<file path="config.mk">
export PLATFORM = sky130hd
export DESIGN_NAME = fuse_code_map
export DESIGN_NICKNAME = d
export VERILOG_FILES = /design/src/design/fuse_map_pkg.sv /design/src/design/fuse_code_map.sv
export SDC_FILE = /design/constraint.sdc
export NUM_CORES = 1
export LEC_CHECK = 0
export BUFFER_PORTS_ARGS = -buffer_cell sky130_fd_sc_hd__buf_2
export CAP_MARGIN = 40
export CORE_MARGIN = 4
export CORE_UTILIZATION = 53
export DETAILED_ROUTE_END_ITERATION = 7
export PLACE_DENSITY_LB_ADDON = 0.3
export SLEW_MARGIN = 30
export SYNTH_ARGS = -nofsm -noshare
export SYNTH_HDL_FRONTEND = slang
export SYNTH_SLANG_ARGS = --single-unit
</file>
<file path="constraint.sdc">
create_clock -name aclk -period 15.5 [get_ports aclk]
set_clock_uncertainty 0.1 [all_clocks]
set_input_delay 2.325 -clock aclk [delete_from_list [all_inputs] [get_ports aclk]]
set_output_delay 2.325 -clock aclk [all_outputs]
set_load 0.01 [all_outputs]
</file>
<file path="src/design/fuse_map_pkg.sv">
package fuse_map_pkg;

    // -----------------------------------------------------------------
    // mode keys
    // -----------------------------------------------------------------
    localparam logic [1:0] mode_key_blow = 2'h1;
    localparam logic [1:0] mode_key_try = 2'h2;

    // -----------------------------------------------------------------
    // parameter keys and field limits
    // -----------------------------------------------------------------
    localparam logic [2:0] param_key_gain = 3'h1;
    localparam logic [2:0] param_key_idle = 3'h2;
    localparam logic [2:0] param_key_carrier = 3'h3;
    localparam logic [2:0] param_key_lock = 3'h5;

    localparam logic [9:0] code_initial = 10'h000;
    localparam logic [9:0] gain_code_max = 10'h0ff;
    localparam logic [9:0] idle_code_max = 10'h1ff;
    localparam logic [9:0] idle_code_decrease = 10'h100;
    localparam logic [9:0] carrier_code_max = 10'h00f;
    localparam logic [9:0] lock_code_cal = 10'h010;
    localparam logic [9:0] lock_code_fuse = 10'h200;
    localparam logic [9:0] lock_code_max = 10'h3ff;

    // -----------------------------------------------------------------
    // register map (byte addresses)
    // -----------------------------------------------------------------
    localparam logic [7:0] addr_command = 8'h00;
    localparam logic [7:0] addr_status = 8'h04;
    localparam logic [7:0] addr_gain = 8'h08;
    localparam logic [7:0] addr_idle = 8'h0c;
    localparam logic [7:0] addr_carrier = 8'h10;
    localparam logic [7:0] addr_lock = 8'h14;

    // command register fields
    localparam int cmd_mode_lsb = 0;
    localparam int cmd_key_lsb = 4;
    localparam int cmd_pulse_mid_bit = 8;
    localparam int cmd_pulse_blow_bit = 9;
    localparam int cmd_power_cycle_bit = 10;

    localparam logic [1:0] resp_okay = 2'h0;
    localparam logic [1:0] resp_slverr = 2'h2;

    // -----------------------------------------------------------------
    // calibration timing
    // -----------------------------------------------------------------
    localparam int clk_mhz = 200;
    localparam int cal_time_ms = 50;
    localparam int cal_target_hz = 2000;
    // fixed count of carrier periods: 50 ms at 2 kHz
    localparam int cal_periods = cal_time_ms * cal_target_hz / 1000;
    localparam int carrier_base_cycles = clk_mhz * 1000000 / cal_target_hz;
    localparam int carrier_step_cycles = carrier_base_cycles / 16;

    typedef struct packed {
        logic [9:0] gain;
        logic [9:0] idle;
        logic [9:0] carrier;
        logic [9:0] lock;
    } field_set_type;

endpackage

</file>
<file path="src/design/fuse_code_map.sv">
// The address map and the AXI4-Lite slave port were decided locally.
`timescale 1ns/1ps
module fuse_code_map
    import fuse_map_pkg::*;
(
    input wire logic aclk,
    input wire logic aresetn,
    input wire logic [7:0] s_axi_awaddr,
    input wire logic s_axi_awvalid,
    output logic s_axi_awready,
    input wire logic [31:0] s_axi_wdata,
    input wire logic [3:0] s_axi_wstrb,
    input wire logic s_axi_wvalid,
    output logic s_axi_wready,
    output logic [1:0] s_axi_bresp,
    output logic s_axi_bvalid,
    input wire logic s_axi_bready,
    input wire logic [7:0] s_axi_araddr,
    input wire logic s_axi_arvalid,
    output logic s_axi_arready,
    output logic [31:0] s_axi_rdata,
    output logic [1:0] s_axi_rresp,
    output logic s_axi_rvalid,
    input wire logic s_axi_rready,
    input wire logic [9:0] field_duty,
    output logic [9:0] duty_select,
    output logic calibrating,
    output logic carrier_tick,
    output logic device_locked
);

    // -----------------------------------------------------------------
    // field saturation
    // -----------------------------------------------------------------
    function automatic logic [9:0] field_max(input logic [2:0] key);
        unique case (key)
            param_key_gain: field_max = gain_code_max;
            param_key_idle: field_max = idle_code_max;
            param_key_carrier: field_max = carrier_code_max;
            default: field_max = lock_code_max;
        endcase
    endfunction

    function automatic logic [9:0] clamp(input logic [2:0] key, input logic [9:0] code);
        clamp = (code > field_max(key)) ? field_max(key) : code;
    endfunction

    // -----------------------------------------------------------------
    // state
    // -----------------------------------------------------------------
    field_set_type trial, next_trial;
    field_set_type blown, next_blown;
    logic [1:0] mode, next_mode;
    logic [2:0] key, next_key;
    logic cal_active, next_cal_active;
    logic [31:0] period_count, next_period_count;
    logic [15:0] periods_done, next_periods_done;
    logic aw_held, next_aw_held;
    logic w_held, next_w_held;
    logic [7:0] aw_addr, next_aw_addr;
    logic [31:0] w_data, next_w_data;
    logic [3:0] w_strb, next_w_strb;
    logic bvalid, next_bvalid;
    logic [1:0] bresp, next_bresp;
    logic rvalid, next_rvalid;
    logic [31:0] rdata, next_rdata;
    logic [1:0] rresp, next_rresp;
    logic [9:0] duty, next_duty;

    field_set_type effective;
    logic locked;
    logic [31:0] carrier_cycles;

    assign effective = trial | blown;
    assign locked = |(blown.lock & lock_code_fuse);
    assign carrier_cycles = 32'(carrier_base_cycles + 32'(effective.carrier) * carrier_step_cycles);

    // -----------------------------------------------------------------
    // bus handshake
    // -----------------------------------------------------------------
    logic do_write;
    logic do_read;
    assign s_axi_awready = !aw_held && !bvalid;
    assign s_axi_wready = !w_held && !bvalid;
    assign s_axi_arready = !rvalid;
    assign do_write = aw_held && w_held && !bvalid;
    assign do_read = s_axi_arvalid && !rvalid;

    always_comb
    begin
        logic [31:0] cmd;
        logic [9:0] cur;
        logic [9:0] bit_sel;
        logic power_cycle;
        cmd = w_data;
        cur = 10'h000;
        bit_sel = 10'h000;
        power_cycle = 1'b0;
        next_trial = trial;
        next_blown = blown;
        next_mode = mode;
        next_key = key;
        next_aw_held = aw_held || (s_axi_awvalid && s_axi_awready);
        next_w_held = w_held || (s_axi_wvalid && s_axi_wready);
        next_aw_addr = (s_axi_awvalid && s_axi_awready) ? s_axi_awaddr : aw_addr;
        next_w_data = (s_axi_wvalid && s_axi_wready) ? s_axi_wdata : w_data;
        next_w_strb = (s_axi_wvalid && s_axi_wready) ? s_axi_wstrb : w_strb;
        next_bvalid = bvalid && !s_axi_bready;
        next_bresp = bresp;
        if (do_write)
        begin
            next_aw_held = 1'b0;
            next_w_held = 1'b0;
            next_bvalid = 1'b1;
            next_bresp = (aw_addr == addr_command) ? resp_okay : resp_slverr;
            if (aw_addr == addr_command && w_strb[1:0] == 2'h3)
            begin
                power_cycle = cmd[cmd_power_cycle_bit];
                if (power_cycle)
                begin
                    next_trial = '0;
                    next_mode = 2'h0;
                    next_key = 3'h0;
                end
                else if (!locked)
                begin
                    next_mode = cmd[cmd_mode_lsb +: 2];
                    next_key = cmd[cmd_key_lsb +: 3];
                    if (cmd[cmd_mode_lsb +: 2] == mode_key_blow)
                        next_trial = '0; // single field in blow mode
                    unique case (cmd[cmd_key_lsb +: 3])
                        param_key_gain: cur = effective.gain;
                        param_key_idle: cur = effective.idle;
                        param_key_carrier: cur = effective.carrier;
                        default: cur = effective.lock;
                    endcase
                    if (cmd[cmd_pulse_mid_bit] && cur != field_max(cmd[cmd_key_lsb +: 3]))
                        cur = clamp(cmd[cmd_key_lsb +: 3], cur + 10'h001);
                    unique case (cmd[cmd_key_lsb +: 3])
                        param_key_gain: next_trial.gain = cur;
                        param_key_idle: next_trial.idle = cur;
                        param_key_carrier: next_trial.carrier = cur;
                        param_key_lock:
                        begin
                            // address count runs freely; only calibration and lock bits
                            // have fuses, so the mask is applied at the blow, not here
                            next_trial.lock = cur;
                        end
                        default: next_trial = next_trial;
                    endcase
                    if (cmd[cmd_pulse_blow_bit] && cmd[cmd_mode_lsb +: 2] == mode_key_blow)
                    begin
                        // blow one highest addressed bit, as fuses need separate pulses
                        for (int i = 0; i < 10; i++)
                            if (cur[i])
                                bit_sel = 10'h001 << i;
                        unique case (cmd[cmd_key_lsb +: 3])
                            param_key_gain: next_blown.gain = blown.gain | bit_sel;
                            param_key_idle: next_blown.idle = blown.idle | bit_sel;
                            param_key_carrier: next_blown.carrier = blown.carrier | bit_sel;
                            param_key_lock: next_blown.lock = blown.lock | (bit_sel & (lock_code_cal | lock_code_fuse));
                            default: next_blown = next_blown;
                        endcase
                    end
                end
            end
        end
    end

    // -----------------------------------------------------------------
    // calibration window
    // -----------------------------------------------------------------
    always_comb
    begin
        logic restart;
        restart = do_write && aw_addr == addr_command && w_strb[1:0] == 2'h3 && w_data[cmd_power_cycle_bit];
        next_period_count = period_count + 32'h00000001;
        next_periods_done = periods_done;
        next_cal_active = cal_active;
        if (period_count + 32'h00000001 >= carrier_cycles)
        begin
            next_period_count = 32'h00000000;
            if (cal_active)
                next_periods_done = periods_done + 16'h0001;
            if (cal_active && periods_done + 16'h0001 >= 16'(cal_periods))
                next_cal_active = 1'b0;
        end
        if (restart)
        begin
            next_period_count = 32'h00000000;
            next_periods_done = 16'h0000;
            next_cal_active = |(blown.lock & lock_code_cal);
        end
        next_duty = cal_active ? effective.idle : field_duty;
    end

    // -----------------------------------------------------------------
    // register readback
    // -----------------------------------------------------------------
    always_comb
    begin
        next_rvalid = rvalid && !s_axi_rready;
        next_rdata = rdata;
        next_rresp = rresp;
        if (do_read)
        begin
            next_rvalid = 1'b1;
            next_rresp = resp_okay;
            unique case (s_axi_araddr)
                addr_command: next_rdata = {27'h0, key, mode};
                addr_status: next_rdata = {30'h0, cal_active, locked};
                addr_gain: next_rdata = {22'h0, effective.gain};
                addr_idle: next_rdata = {22'h0, effective.idle};
                addr_carrier: next_rdata = {22'h0, effective.carrier};
                addr_lock: next_rdata = {22'h0, effective.lock};
                default:
                begin
                    next_rdata = 32'h00000000;
                    next_rresp = resp_slverr;
                end
            endcase
        end
    end

    always_ff @(posedge aclk)
    begin
        if (!aresetn)
        begin
            // reset acts as first power-on: blown fuse codes clear along with the trial codes
            trial <= '0;
            blown <= '0;
            mode <= 2'h0;
            key <= 3'h0;
            cal_active <= 1'b0;
            period_count <= 32'h00000000;
            periods_done <= 16'h0000;
            aw_held <= 1'b0;
            w_held <= 1'b0;
            aw_addr <= 8'h00;
            w_data <= 32'h00000000;
            w_strb <= 4'h0;
            bvalid <= 1'b0;
            bresp <= resp_okay;
            rvalid <= 1'b0;
            rdata <= 32'h00000000;
            rresp <= resp_okay;
            duty <= 10'h000;
        end
        else
        begin
            trial <= next_trial;
            blown <= next_blown;
            mode <= next_mode;
            key <= next_key;
            cal_active <= next_cal_active;
            period_count <= next_period_count;
            periods_done <= next_periods_done;
            aw_held <= next_aw_held;
            w_held <= next_w_held;
            aw_addr <= next_aw_addr;
            w_data <= next_w_data;
            w_strb <= next_w_strb;
            bvalid <= next_bvalid;
            bresp <= next_bresp;
            rvalid <= next_rvalid;
            rdata <= next_rdata;
            rresp <= next_rresp;
            duty <= next_duty;
        end
    end

    assign s_axi_bvalid = bvalid;
    assign s_axi_bresp = bresp;
    assign s_axi_rvalid = rvalid;
    assign s_axi_rdata = rdata;
    assign s_axi_rresp = rresp;
    assign duty_select = duty;
    assign calibrating = cal_active;
    assign carrier_tick = (period_count == 32'h00000000);
    assign device_locked = locked;

endmodule

</file>
==> results.json <==
{
  "status": "complete, no violations",
  "core_um2": 21200,
  "ys_ff_latch": 170,
  "ys_warn_count": 0,
  "pwr-share-comb": 0.068,
  "die_w_um": 155,
  "crit_top_cell": "ha_1",
  "clockPowerShare": 0.469,
  "avgSynthCellArea_um2": 8.62,
  "dieArea_um2": 24100,
  "crit_path_max_incr_delay_ps": 590,
  "clk_latency_ps": 440,
  "worst_ir_drop_vdd_uv": 61.9,
  "ctsResizeCount": 0,
  "rows": 53,
  "p_leak_uw": 0.00560,
  "dr.pass1.iters": 5,
  "hpwl_um": 20700,
  "diodes": 0,
  "synth_top_flop_cell": "dfxtp_1",
  "seq_area_frac_synth": 0.296,
  "crit_path_max_fanout": 21,
  "drc": 0,
  "synth_area_um2": 11500,
  "grt_busiest_layer": "met2",
  "clock_path_buffers": 2,
  "async_reset_ff_frac": 0,
  "syn_inst": 1332,
  "dr_total_vias": 9902,
  "gp_congestion": 0.936,
  "finalSetupViolations": 0,
  "internal_power_uw": 696,
  "synth_edf_count": 0,
  "cp_num_buf_inv": 2,
  "hold_slack_ps": 345,
  "cts_tree": "built",
  "grt_use_total": 0.232,
  "met1_usage": 0.312,
  "routed_wl_um": 27900,
  "finalCritPeriodShare": 0.539,
  "drive_above_1_share": 0.118,
  "cts_buffers": 17,
  "start_util": 0.543,
  "maxCapViolCount": 0,
  "die_h_um": 155,
  "setup_tns_ps": 0,
  "syn2layout_area_growth_pct": 10.2,
  "gr-usage-met2": 0.375,
  "crit_slowest_cell": "a221oi_1",
  "cp.arrival_ps": 8620,
  "startpoint_type": "register",
  "avgViaCountPerCell": 5.90,
  "synth_top_cell_area_share": 0.296,
  "cts_hold_buffers": 0,
  "grt_max_degree": 88,
  "wl_per_cell_um": 16.6,
  "power_density_nw_per_um2": 76.7,
  "synth_area_leader_cell": "dfxtp_1",
  "met3_usage": 0.0373,
  "cp.required_ps": 15770,
  "p_switching_uw": 276,
  "cts_root_buf": "clkbuf_16",
  "grt_pass1_vias": 9359,
  "switching_share": 0.284,
  "drt_iter0_markers": 788,
  "clk_pin_slew_ps": 80,
  "ios": 123,
  "post_cts_buffers": 0,
  "max_freq_mhz": 120,
  "synth_cell_types": 91,
  "worstMarginPinSlew_ps": 858,
  "relSlewSlack": 0.425,
  "hold_path.class": "reg2reg",
  "grt_antenna_before_repair": 0,
  "grt_pass1_wl_um": 46300,
  "worst_setup_path_end_kind": "register",
  "synth.area.top_cells": "dfxtp_1, ha_1, nor2b_1, a22oi_1, nand2_1",
  "worstSetupPathType": "reg2reg",
  "hold_violations": 0,
  "cts_htree_levels": 4,
  "cp_top_family": "compound AO/OA/AOI/OAI gates",
  "ant_nets": 0,
  "rsz0062_at_grt": "no",
  "grt_overflow": 0,
  "period_needed_ps": 8360,
  "nets": 1587,
  "p_seq_frac": 0.464,
  "cts_sinks": 170,
  "portBuffers": 72,
  "slew_viol_final": 0
}
## layout by cell type, fill, tap and decap left out, types with 12 or more instances in the layout
cell and instances:
inv_1 75, a21oi_1 55, o21ai_0 22, nand2_1 108, ha_1 110, nor2_1 90, and2_1 15, and3_1 20
xor2_1 22, nand3_1 23, nand4_1 17, nor2b_1 90, fa_1 18, o21ai_1 16, a22oi_1 57, o22ai_1 14
o211a_1 16, nor4_1 14, buf_2 74, clkbuf_16 17, nor3_1 24, xnor2_1 43, o211ai_1 13, or4_1 12
conb_1 32, dfxtp_1 170, a21boi_0 22, a21o_1 17
## through the flow
stage	std cells	setup WS (ps)	cell area (µm²)	util	total power [µW]
final	1678	7140	12700	0.599	971
after global routing	1678	6450	12700	0.599	1010
after CTS	1672	6950	12600	0.597	980
after detailed placement	1640	7030	12000	0.566	525
after global placement	1633	7070	11900	0.563	524
after floorplan	1363	8160	11600	-	510
## worst min-delay path: cells and delay by family, from the launching register on
kind               cells  cell delay [ps]
DFF                    1              310
AOI/OAI and AO/OA      1               50
and+or+nand+nor        1               40
## layer usage
metal | vias to the layer above | routed length (µm)
met1 | 4670 | 12300
li1 | 4835 | -
met2 | 335 | 12800
met5 | - | 0
met4 | 0 | 903
met3 | 62 | 1850
## flip-flops by register name (all words and copies together) (netlist names), 2 cells and up
signal and flops:
s_axi_rdata 10, blown 31, w_strb 2, duty_select 10, periods_done 16, w_data 8, trial 40, period_count 32
key 3, mode 2, aw_addr 8
## final timing paths
| kind | startpoint | end | slack, ps | cells past startpoint |
|---|---|---|---|---|
| worst max-delay path | blown[12]$_SDFFE_PN0P_ | period_count[12]$_SDFF_PP0_ | 7140 | 29 |
| worst min-delay path | blown[10]$_SDFFE_PN0P_ | blown[10]$_SDFFE_PN0P_ | 350 | 2 |
| worst max register to register | blown[12]$_SDFFE_PN0P_ | period_count[12]$_SDFF_PP0_ | 7140 | 29 |
| worst min register to register | blown[10]$_SDFFE_PN0P_ | blown[10]$_SDFFE_PN0P_ | 350 | 2 |
## cell families (layout without fill, tap and decap cells)
logic type	Yosys count	after routing	share of synthesized area
mux	20	20	0.0195
buf+inv	160	200	0.0626
flops	170	170	0.296
fa+ha+maj	128	128	0.151
compound gates	323	323	0.206
other cells	1	32	0.000326
xor+xnor	65	65	0.0496
simple gates	465	465	0.215
## cell usage after synthesis, drive strengths merged (17+ instances only)
cell type,n
nand2,108
a21o,17
xor2,22
and3,20
a22oi,58
nor3,27
nor2b,90
dfxtp,170
nor2,91
nand4,17
a21oi,55
buf,41
clkbuf,40
inv,79
xnor2,43
nand3,23
ha,110
a21boi,24
o21ai,38
fa,18
## final cells by class
cell class              instances  area [µm²]
inverters                      79         297
clock buffers                  17         425
clock inverters                15         221
flip-flops and latches        170        3400
repair buffers                 89         489
multi-input cells            1033        7480
well taps                     275         344
fillers                      1805        8490
## power by group through the flow
| stage | Sequential (µW) | Combinational, µW | Clock, µW |
|---|---|---|---|
| 3_3_place_gp | 460 | 63.8 | 0 |
| 6_report | 450 | 65.8 | 455 |
| 2_1_floorplan | 460 | 50.0 | 0 |
| 3_5_place_dp | 461 | 64.7 | 0 |
| 5_1_grt | 451 | 72.1 | 482 |
| 4_1_cts | 450 | 65.0 | 465 |
Note: power is estimated with default switching activity, not from simulation.
